$ cat config.mk
export PLATFORM = sky130hd
export DESIGN_NAME = sim_stage_irq
export DESIGN_NICKNAME = d
export VERILOG_FILES = /design/src/rtl/sim_pkg.sv /design/src/rtl/sim_stage_irq.sv
export SDC_FILE = /design/constraint.sdc
export NUM_CORES = 1
export LEC_CHECK = 0
export ABC_CLOCK_PERIOD_IN_PS = 2900
export BUFFER_PORTS_ARGS = -buffer_cell sky130_fd_sc_hd__clkbuf_2
export CAP_MARGIN = 20
export CORE_MARGIN = 10
export CORE_UTILIZATION = 46
export CTS_CLUSTER_SIZE = 16
export DETAILED_ROUTE_END_ITERATION = 8
export PLACE_DENSITY = 0.86
export SLEW_MARGIN = 30
export SYNTH_ARGS = -nofsm -noshare
export SYNTH_HDL_FRONTEND = slang
export SYNTH_SLANG_ARGS = --single-unit
$ cat constraint.sdc
create_clock -name ref_clk -period 2.9 [get_ports ref_clk]
set_input_delay 0.58 -clock ref_clk [delete_from_list [all_inputs] [get_ports ref_clk]]
set_output_delay 0.58 -clock ref_clk [all_outputs]
set_load 0.005 [all_outputs]
$ cat src/rtl/sim_pkg.sv
// constants shared by the stage interrupt enable block
package sim_pkg;
   localparam int unsigned NUM_STAGES = 12;
   localparam int unsigned DATA_W = 16;
   localparam int unsigned ADDR_W = 4;
   // register indices; byte address is four times the index
   localparam logic [ADDR_W-1:0] IDX_HIGH_MASK = 4'h6;
   localparam logic [ADDR_W-1:0] IDX_DONE_MASK = 4'h7;
   localparam logic [ADDR_W-1:0] IDX_LOW_STATUS = 4'h8;
   localparam logic [ADDR_W-1:0] IDX_HIGH_STATUS = 4'h9;
   localparam logic [ADDR_W-1:0] IDX_EVT_STATUS = 4'hA;
   localparam logic [ADDR_W-1:0] IDX_EVT_MASK = 4'hB;
   // field layout
   localparam int unsigned GPIO_EN_BIT = 12;
   localparam logic [15:0] HIGH_MASK_WMASK = 16'h0FFF;
   localparam logic [15:0] DONE_MASK_WMASK = 16'h1FFF;
   localparam logic [15:0] HIGH_MASK_RESET = 16'h0000;
   localparam logic [15:0] DONE_MASK_RESET = 16'h0000;
   localparam logic [15:0] EVT_MASK_RESET = 16'h0000;
   localparam logic [31:0] UNMAPPED_READ = 32'h00000000;
   // event status bits
   localparam int unsigned EVT_HIGH = 0;
   localparam int unsigned EVT_DONE = 1;
   localparam int unsigned EVT_GPIO = 2;
   localparam int unsigned EVT_W = 3;
endpackage

$ cat src/rtl/sim_stage_irq.sv
// stage interrupt enable registers, threshold status and interrupt outputs
//
// The Avalon-MM interface to the registers was chosen for this implementation.
`timescale 1ns/1ps
module sim_stage_irq #(
   parameter int unsigned STAGES = sim_pkg::NUM_STAGES
) (
   // clock and reset
   input wire logic ref_clk,
   input wire logic rst,
   // avalon-mm slave, word addressed
   input wire logic [5:0] avs_address,
   input wire logic avs_read,
   input wire logic avs_write,
   input wire logic [31:0] avs_writedata,
   input wire logic [3:0] avs_byteenable,
   output logic [31:0] avs_readdata,
   output logic avs_waitrequest,
   // sequencer events, one-cycle pulses / levels
   input wire logic [STAGES-1:0] stage_above_high,
   input wire logic [STAGES-1:0] stage_below_low,
   input wire logic [STAGES-1:0] stage_done,
   input wire logic gpio_changed,
   // interrupt
   output logic int_n,
   output logic irq
);
   typedef struct packed {
      logic [15:0] high_mask;
      logic [15:0] done_mask;
      logic [STAGES-1:0] high_stat;
      logic [STAGES-1:0] low_stat;
      logic [STAGES-1:0] done_pend;
      logic gpio_pend;
      logic [sim_pkg::EVT_W-1:0] evt_stat;
      logic [sim_pkg::EVT_W-1:0] evt_mask;
      logic [31:0] rdata;
      logic ack;
      logic int_n;
      logic irq;
   } sim_state_type;

   sim_state_type cur;
   sim_state_type next_cur;
   logic [3:0] idx;
   logic req;
   logic [15:0] wd;
   logic [15:0] be_mask;

   assign idx = avs_address[3:0];
   assign req = (avs_read | avs_write) & ~cur.ack;
   assign wd = avs_writedata[15:0];
   assign be_mask = {{8{avs_byteenable[1]}}, {8{avs_byteenable[0]}}};

   always_comb begin
      logic hit_high;
      logic hit_done;
      logic hit_gpio;
      logic pend;
      logic [15:0] wm;
      hit_high = 1'b0;
      hit_done = 1'b0;
      hit_gpio = 1'b0;
      pend = 1'b0;
      wm = 16'h0000;
      next_cur = cur;
      next_cur.ack = req;
      // status flags follow the sequencer; they stay sticky until a read
      next_cur.high_stat = cur.high_stat | stage_above_high;
      next_cur.low_stat = cur.low_stat | stage_below_low;
      next_cur.done_pend = cur.done_pend | stage_done;
      next_cur.gpio_pend = cur.gpio_pend | gpio_changed;
      if (req && avs_read) begin
         case (idx)
            sim_pkg::IDX_HIGH_MASK: next_cur.rdata = {16'h0000, cur.high_mask};
            sim_pkg::IDX_DONE_MASK: next_cur.rdata = {16'h0000, cur.done_mask};
            sim_pkg::IDX_LOW_STATUS: begin
               next_cur.rdata = 32'(cur.low_stat);
               next_cur.low_stat = stage_below_low;
            end
            sim_pkg::IDX_HIGH_STATUS: begin
               next_cur.rdata = 32'(cur.high_stat);
               // reading also retires completion and gpio pends; new events win
               next_cur.high_stat = stage_above_high;
               next_cur.done_pend = stage_done;
               next_cur.gpio_pend = gpio_changed;
            end
            sim_pkg::IDX_EVT_STATUS: next_cur.rdata = 32'(cur.evt_stat);
            sim_pkg::IDX_EVT_MASK: next_cur.rdata = 32'(cur.evt_mask);
            default: next_cur.rdata = sim_pkg::UNMAPPED_READ;
         endcase
      end
      if (req && avs_write) begin
         case (idx)
            sim_pkg::IDX_HIGH_MASK: begin
               wm = be_mask & sim_pkg::HIGH_MASK_WMASK;
               next_cur.high_mask = (cur.high_mask & ~wm) | (wd & wm);
            end
            sim_pkg::IDX_DONE_MASK: begin
               // unused upper bits stay zero whatever is written
               wm = be_mask & sim_pkg::DONE_MASK_WMASK;
               next_cur.done_mask = (cur.done_mask & ~wm) | (wd & wm);
            end
            sim_pkg::IDX_EVT_STATUS: next_cur.evt_stat = cur.evt_stat & ~wd[2:0];
            sim_pkg::IDX_EVT_MASK: next_cur.evt_mask = wd[2:0];
            default: ;
         endcase
      end
      // gating on current state, so disabled sources never reach the pin
      hit_high = |(cur.high_stat & cur.high_mask[STAGES-1:0]);
      hit_done = |(cur.done_pend & cur.done_mask[STAGES-1:0]);
      hit_gpio = cur.gpio_pend & cur.done_mask[sim_pkg::GPIO_EN_BIT];
      pend = hit_high | hit_done | hit_gpio;
      next_cur.int_n = ~pend;
      // sticky event bits: set beats write-one-to-clear
      next_cur.evt_stat[sim_pkg::EVT_HIGH] = next_cur.evt_stat[sim_pkg::EVT_HIGH] | hit_high;
      next_cur.evt_stat[sim_pkg::EVT_DONE] = next_cur.evt_stat[sim_pkg::EVT_DONE] | hit_done;
      next_cur.evt_stat[sim_pkg::EVT_GPIO] = next_cur.evt_stat[sim_pkg::EVT_GPIO] | hit_gpio;
      next_cur.irq = |(next_cur.evt_stat & next_cur.evt_mask);
   end

   always_ff @(posedge ref_clk or posedge rst) begin
      if (rst) begin
         cur <= '0;
         cur.high_mask <= sim_pkg::HIGH_MASK_RESET;
         cur.done_mask <= sim_pkg::DONE_MASK_RESET;
         cur.evt_mask <= sim_pkg::EVT_MASK_RESET[sim_pkg::EVT_W-1:0];
         cur.int_n <= 1'b1;
      end else begin
         cur <= next_cur;
      end
   end

   assign avs_readdata = cur.rdata;
   assign avs_waitrequest = ~cur.ack;
   assign int_n = cur.int_n;
   assign irq = cur.irq;

   a_high_gate: assert property (@(posedge ref_clk) disable iff (rst)
      (|(cur.high_stat & cur.high_mask[STAGES-1:0])) |=> !int_n)
      else $error("enabled over-threshold did not pull interrupt low");
   a_masked_quiet: assert property (@(posedge ref_clk) disable iff (rst)
      (cur.high_mask == 16'h0000 && cur.done_mask == 16'h0000) |=> int_n)
      else $error("interrupt asserted with every source disabled");
   a_high_rsvd: assert property (@(posedge ref_clk) disable iff (rst)
      cur.high_mask[15:12] == 4'h0)
      else $error("high mask upper bits not zero");
   a_done_gate: assert property (@(posedge ref_clk) disable iff (rst)
      (|(cur.done_pend & cur.done_mask[STAGES-1:0])) |=> !int_n)
      else $error("enabled completion did not pull interrupt low");
   a_mask_write: assert property (@(posedge ref_clk) disable iff (rst)
      (avs_write && !avs_waitrequest && avs_address[3:0] == 4'h7 && avs_byteenable == 4'hF)
      |=> cur.done_mask == ($past(avs_writedata[15:0]) & 16'h1FFF))
      else $error("done mask write not stored");
   a_done_rsvd: assert property (@(posedge ref_clk) disable iff (rst)
      cur.done_mask[15:13] == 3'h0)
      else $error("done mask unused bits not zero");
   a_read_clear: assert property (@(posedge ref_clk) disable iff (rst)
      (req && avs_read && idx == 4'h9 && stage_above_high == '0) |=> cur.high_stat == '0)
      else $error("high status did not self-clear on read");
   a_int_release: assert property (@(posedge ref_clk) disable iff (rst)
      (cur.high_stat == '0 && cur.done_pend == '0 && !cur.gpio_pend) |=> int_n)
      else $error("interrupt held with nothing pending");
   a_wait_bound: assert property (@(posedge ref_clk) disable iff (rst)
      (avs_read || avs_write) |-> ##[0:1] !avs_waitrequest)
      else $error("bus access not answered in one cycle");

   // bus answer shape: one low cycle, high again when idle
   a_wait_pulse: assert property (@(posedge ref_clk) disable iff (rst)
      !avs_waitrequest |=> avs_waitrequest)
      else $error("waitrequest low for more than one cycle");

   a_wait_idle: assert property (@(posedge ref_clk) disable iff (rst)
      (!avs_read && !avs_write) |=> avs_waitrequest)
      else $error("answer given without a request");

   a_upper_zero: assert property (@(posedge ref_clk) disable iff (rst)
      !avs_waitrequest |-> avs_readdata[31:16] == 16'h0000)
      else $error("read data upper half not zero");

   // gating, status and mask writes, per source
   a_gpio_gate: assert property (@(posedge ref_clk) disable iff (rst)
      (cur.gpio_pend && cur.done_mask[sim_pkg::GPIO_EN_BIT]) |=> !int_n)
      else $error("enabled gpio change did not pull interrupt low");

   a_low_clear: assert property (@(posedge ref_clk) disable iff (rst)
      (req && avs_read && idx == 4'h8 && stage_below_low == '0) |=> cur.low_stat == '0)
      else $error("low status did not self-clear on read");

   a_high_keep: assert property (@(posedge ref_clk) disable iff (rst)
      (stage_above_high != '0) |=> (cur.high_stat != '0))
      else $error("over-threshold event lost from status");

   a_done_keep: assert property (@(posedge ref_clk) disable iff (rst)
      (stage_done != '0) |=> (cur.done_pend != '0))
      else $error("completion event lost");

   a_high_write: assert property (@(posedge ref_clk) disable iff (rst)
      (avs_write && !avs_waitrequest && avs_address[3:0] == 4'h6 && avs_byteenable == 4'hF)
      |=> cur.high_mask == ($past(avs_writedata[15:0]) & 16'h0FFF))
      else $error("high mask write not stored");

   // low flags have no enable in this block, so they must never reach the pin
   a_low_isolated: assert property (@(posedge ref_clk) disable iff (rst)
      (cur.high_stat == '0 && cur.done_pend == '0 && !cur.gpio_pend && cur.low_stat != '0)
      |=> int_n)
      else $error("low flag drove the interrupt");

   a_done_masked: assert property (@(posedge ref_clk) disable iff (rst)
      (cur.done_mask == 16'h0000 && cur.high_stat == '0) |=> int_n)
      else $error("disabled completion drove the interrupt");

   a_high_masked: assert property (@(posedge ref_clk) disable iff (rst)
      (cur.high_mask == 16'h0000 && cur.done_pend == '0 && !cur.gpio_pend) |=> int_n)
      else $error("disabled over-threshold drove the interrupt");

   // a mask write in the same cycle may legally raise irq next cycle
   a_irq_off: assert property (@(posedge ref_clk) disable iff (rst)
      (cur.evt_mask == '0 && !(req && avs_write && idx == 4'hB)) |=> !irq)
      else $error("irq raised with every event masked");
endmodule

---- Word-level counts from Yosys, hierarchy flattened ----
Cells that the tools add are included.
word-level totals
  register bits ........................... 110
  input bits .............................. 83
  output and inout bits ................... 35
  word-level logic and storage cells ...... 60
operators by class
  eq/ne operators ......................... 6
  muxes and demuxes ....................... 8
  bitwise logic cells ..................... 27
  reductions and logical operators ........ 7
operators by type and width
  cell                                           number
  case mux 16 bit (6 select lines)               1
  2-to-1 mux 37 bit                              1
  OR 12 bit                                      3
  bitwise AND 16 bit                             2
  OR 16 bit                                      2
  bitwise AND 12 bit                             2
  2-to-1 mux 12 bit                              2
  OR reduction 12 bit                            2
  bitwise AND 16 x 12 -> 16 bit                  1
  bitwise AND 16 x 13 -> 16 bit                  1
  == test 4 bit, second input constant           4
  inverter 12 -> 16 bit                          1
  inverter 13 -> 16 bit                          1
  2-to-1 mux 13 bit                              1
  == test 4 x 3 -> 1 bit, second input constant  2
  OR 1 bit                                       7
  bitwise AND 3 bit                              2
  2-to-1 mux 3 bit                               2
  2-to-1 mux 6 bit                               1
  AND reduction 2 bit                            2
  inverter 3 bit                                 1
  OR reduction 3 bit                             1
  bitwise AND 1 bit                              2
  logical AND 1 bit                              2
  inverter 1 bit                                 2

---- Longest topological paths before layout ----
  word-level depth ........................ 7
  mapped depth ............................ 6
  mapped depth without buffers ............ 5

---- Worst setup path after synthesis ----
Ideal clock, no wire load.
  kind .................................... input port to flip-flop
  from .................................... in avs_write
  to ...................................... reg cur, in the netlist irq
  library setup time ...................... 0.126 ns
  data arrival time ....................... 1.817 ns
  data required time ...................... 2.774 ns
  path slack .............................. 0.957 ns
  stages .................................. 5
  buffers on the path ..................... 0
  cell sequence ........................... nor2b_1 and4_4 mux2_4 a21boi_1 a221o_1
RTL lines
  what                  line                  text
  start, declared       sim_stage_irq.sv:14   input wire logic avs_write,
  end signal, assigned  sim_stage_irq.sv:130  cur <= next_cur;
  end, declared         sim_stage_irq.sv:43   sim_state_type cur;

==> impl_metrics.json <==
{
  "antenna_found_initial": 0,
  "drt_first_iter_violations": 248,
  "cts_tree": "yes",
  "drive_above_1_share": 0.319,
  "coreArea_mm2": 0.00813,
  "p_leak_uw": 0.00199,
  "synth_warnings": 0,
  "endpoint_kind": "flop",
  "route.met2.wl_um": 4430,
  "clkSinkCount": 84,
  "vias": 2671,
  "required_ns": 3.14,
  "clock_latency_ns": 0.35,
  "final.setup.tns_ns": 0,
  "synth_seq_area_share": 0.554,
  "synthArstFlopShare": 1.00,
  "track_usage": 0.153,
  "cts_resized": 0,
  "finalPower_uw": 2590,
  "min_path_type": "primary input to async pin",
  "syn_inst": 312,
  "holdBufCountCts": 0,
  "top_layer": "met4",
  "io_pins": 118,
  "grt_overflow": 0,
  "r2r_slack_ns": 1.09,
  "portBuffers": 75,
  "cts_root_buffer": "clkbuf_8",
  "met3WireLength_um": 1060,
  "holdWs_ns": 0.325,
  "rsz0062_at_grt": "no",
  "m1WireLength_um": 3830,
  "yosys.area.top_type": "dfrtp_1",
  "synth_top_area_frac": 0.547,
  "area_growth_pct": 13.6,
  "chipWidth_um": 111,
  "powerDensity_mw_per_mm2": 601,
  "cts_max_level": 3,
  "routed_wl_um": 9460,
  "ff2ff_path_depth": 5,
  "post-cts-setup-buffer-count": 0,
  "drtPass1Iterations": 7,
  "path_max_fanout": 8,
  "layout_commonest_cell": "dfrtp_1",
  "fmax_ghz": 0.506,
  "diodes": 0,
  "vdd_drop_max_v": 0.000276,
  "synth_ff_type": "dfrtp_1",
  "slew-limit-headroom": 0.464,
  "finalHoldViolations": 0,
  "synth_edf_count": 0,
  "status": "complete, no violations",
  "grt_pass1_vias": 2882,
  "slew_viol_final": 0,
  "die_height_um": 111,
  "finalCriticalPeriod_ns": 1.98,
  "arrival_ns": 2.21,
  "grt_pass1_wl_um": 15200,
  "cts_buffers": 9,
  "rows": 33,
  "synth_area_leaders": "dfrtp_1 55%, a21o_1 7.5%, buf_4 6.7%",
  "die_area_mm2": 0.0123,
  "nFillCells": 688,
  "setup.worst_path.class": "primary input to flop",
  "wl_per_cell_um": 19.5,
  "place.gp.congestion": 0.889,
  "drc": 0,
  "tightest_slew_ns": 0.803,
  "grt_max_degree": 46,
  "start_kind": "primary input",
  "multiInputGateArea_mm2": 0.00144,
  "postRouteAntennaNets": 0,
  "viasPerCell": 5.52,
  "seq_area_mm2": 0.00210,
  "dpl_cell_area_mm2": 0.00410,
  "final_cell_mix": "83 x dfrtp_1, 75 x clkbuf_2, 38 x a21o_1",
  "ys_types": 42,
  "drv_cap": 0,
  "final_nets": 457,
  "skew_ns": 0.00562,
  "synth_seq_cells": 84,
  "clockBufferDepth": 2,
  "period_share": 0.681,
  "syn_avg_cell_area_um2": 12.2,
  "fin_area_mm2": 0.00431,
  "start_util": 0.467,
  "syn-cell-area_mm2": 0.00380,
  "place_hpwl_um": 7300,
  "clk_pin_slew_worst_paths_ns": 0.08,
  "setup_viol": 0
}
## per-stage QoR
step	setup slack, ns	cells	utilization
final	0.925	484	0.530
after global routing	0.896	484	0.530
after CTS	0.971	484	0.530
after detailed placement	0.583	468	0.504
after global placement	0.625	468	0.504
after floorplan	0.157	330	-
## cells in the mapped netlist, types with 2 or more instances
| cell type | instances |
|---|---|
| buf_4 | 34 |
| a21oi_1 | 2 |
| mux2_2 | 18 |
| nand4_1 | 3 |
| dfrtp_1 | 83 |
| nor2_1 | 7 |
| buf_2 | 8 |
| a221oi_1 | 3 |
| a22o_1 | 16 |
| mux2_1 | 11 |
| nand2b_1 | 3 |
| a22oi_1 | 11 |
| a222oi_1 | 9 |
| nor2b_1 | 3 |
| and3_1 | 5 |
| nand2_1 | 29 |
| nand3_1 | 2 |
| a21o_1 | 38 |
| clkbuf_1 | 3 |
| inv_1 | 2 |
## cells by family (layout without fill, tap and decap cells)
kind of cell    count (synthesis)  count (layout)  synth area share
compound gates                 87              87             0.184
flops                          84              84             0.554
simple gates                   61              61            0.0827
buf+inv                        48              97            0.0857
mux                            31              31            0.0926
other cells                     1              19          0.000988
## worst max-delay path, stage by stage
cell and delay (ns):
clkbuf_2 0.14, nor2b_2 0.24, and3_1 0.36, and3_1 0.49
mux2_2 0.40
## power by group
group / internal (µW) / total, µW / switching (µW) / leakage [µW]
clock network: 508 / 913 / 405 / 0.000107
logic: 168 / 335 / 167 / 0.000946
registers: 1260 / 1340 / 80.7 / 0.000935
total: 1940 / 2590 / 653 / 0.00199
## worst paths after layout
path                                  end           startpoint
worst max-delay path                 flop       avs_address[2]
worst min-delay path              cur[51]                  rst
worst max register to register        irq              cur[76]
worst min register to register    cur[43]              cur[43]
max in group asynchronous       async pin                  rst
min in group ref_clk              cur[69]  stage_above_high[3]
## area by class of cell
cell class,count,share of cell area
well taps,105,0.0305
multi-input cells,198,0.333
clock inverters,4,0.0168
flip-flops and latches,84,0.488
inverters,2,0.00203
clock buffers,12,0.0336
repair buffers,79,0.0969
## metal layers
metal  track usage  vias up
met3        0.0709       16
met2         0.235      144
met1         0.189     1294
met5             0        -
met4        0.0399        0
li1              -     1217
Power figures use the tool's default switching activity.
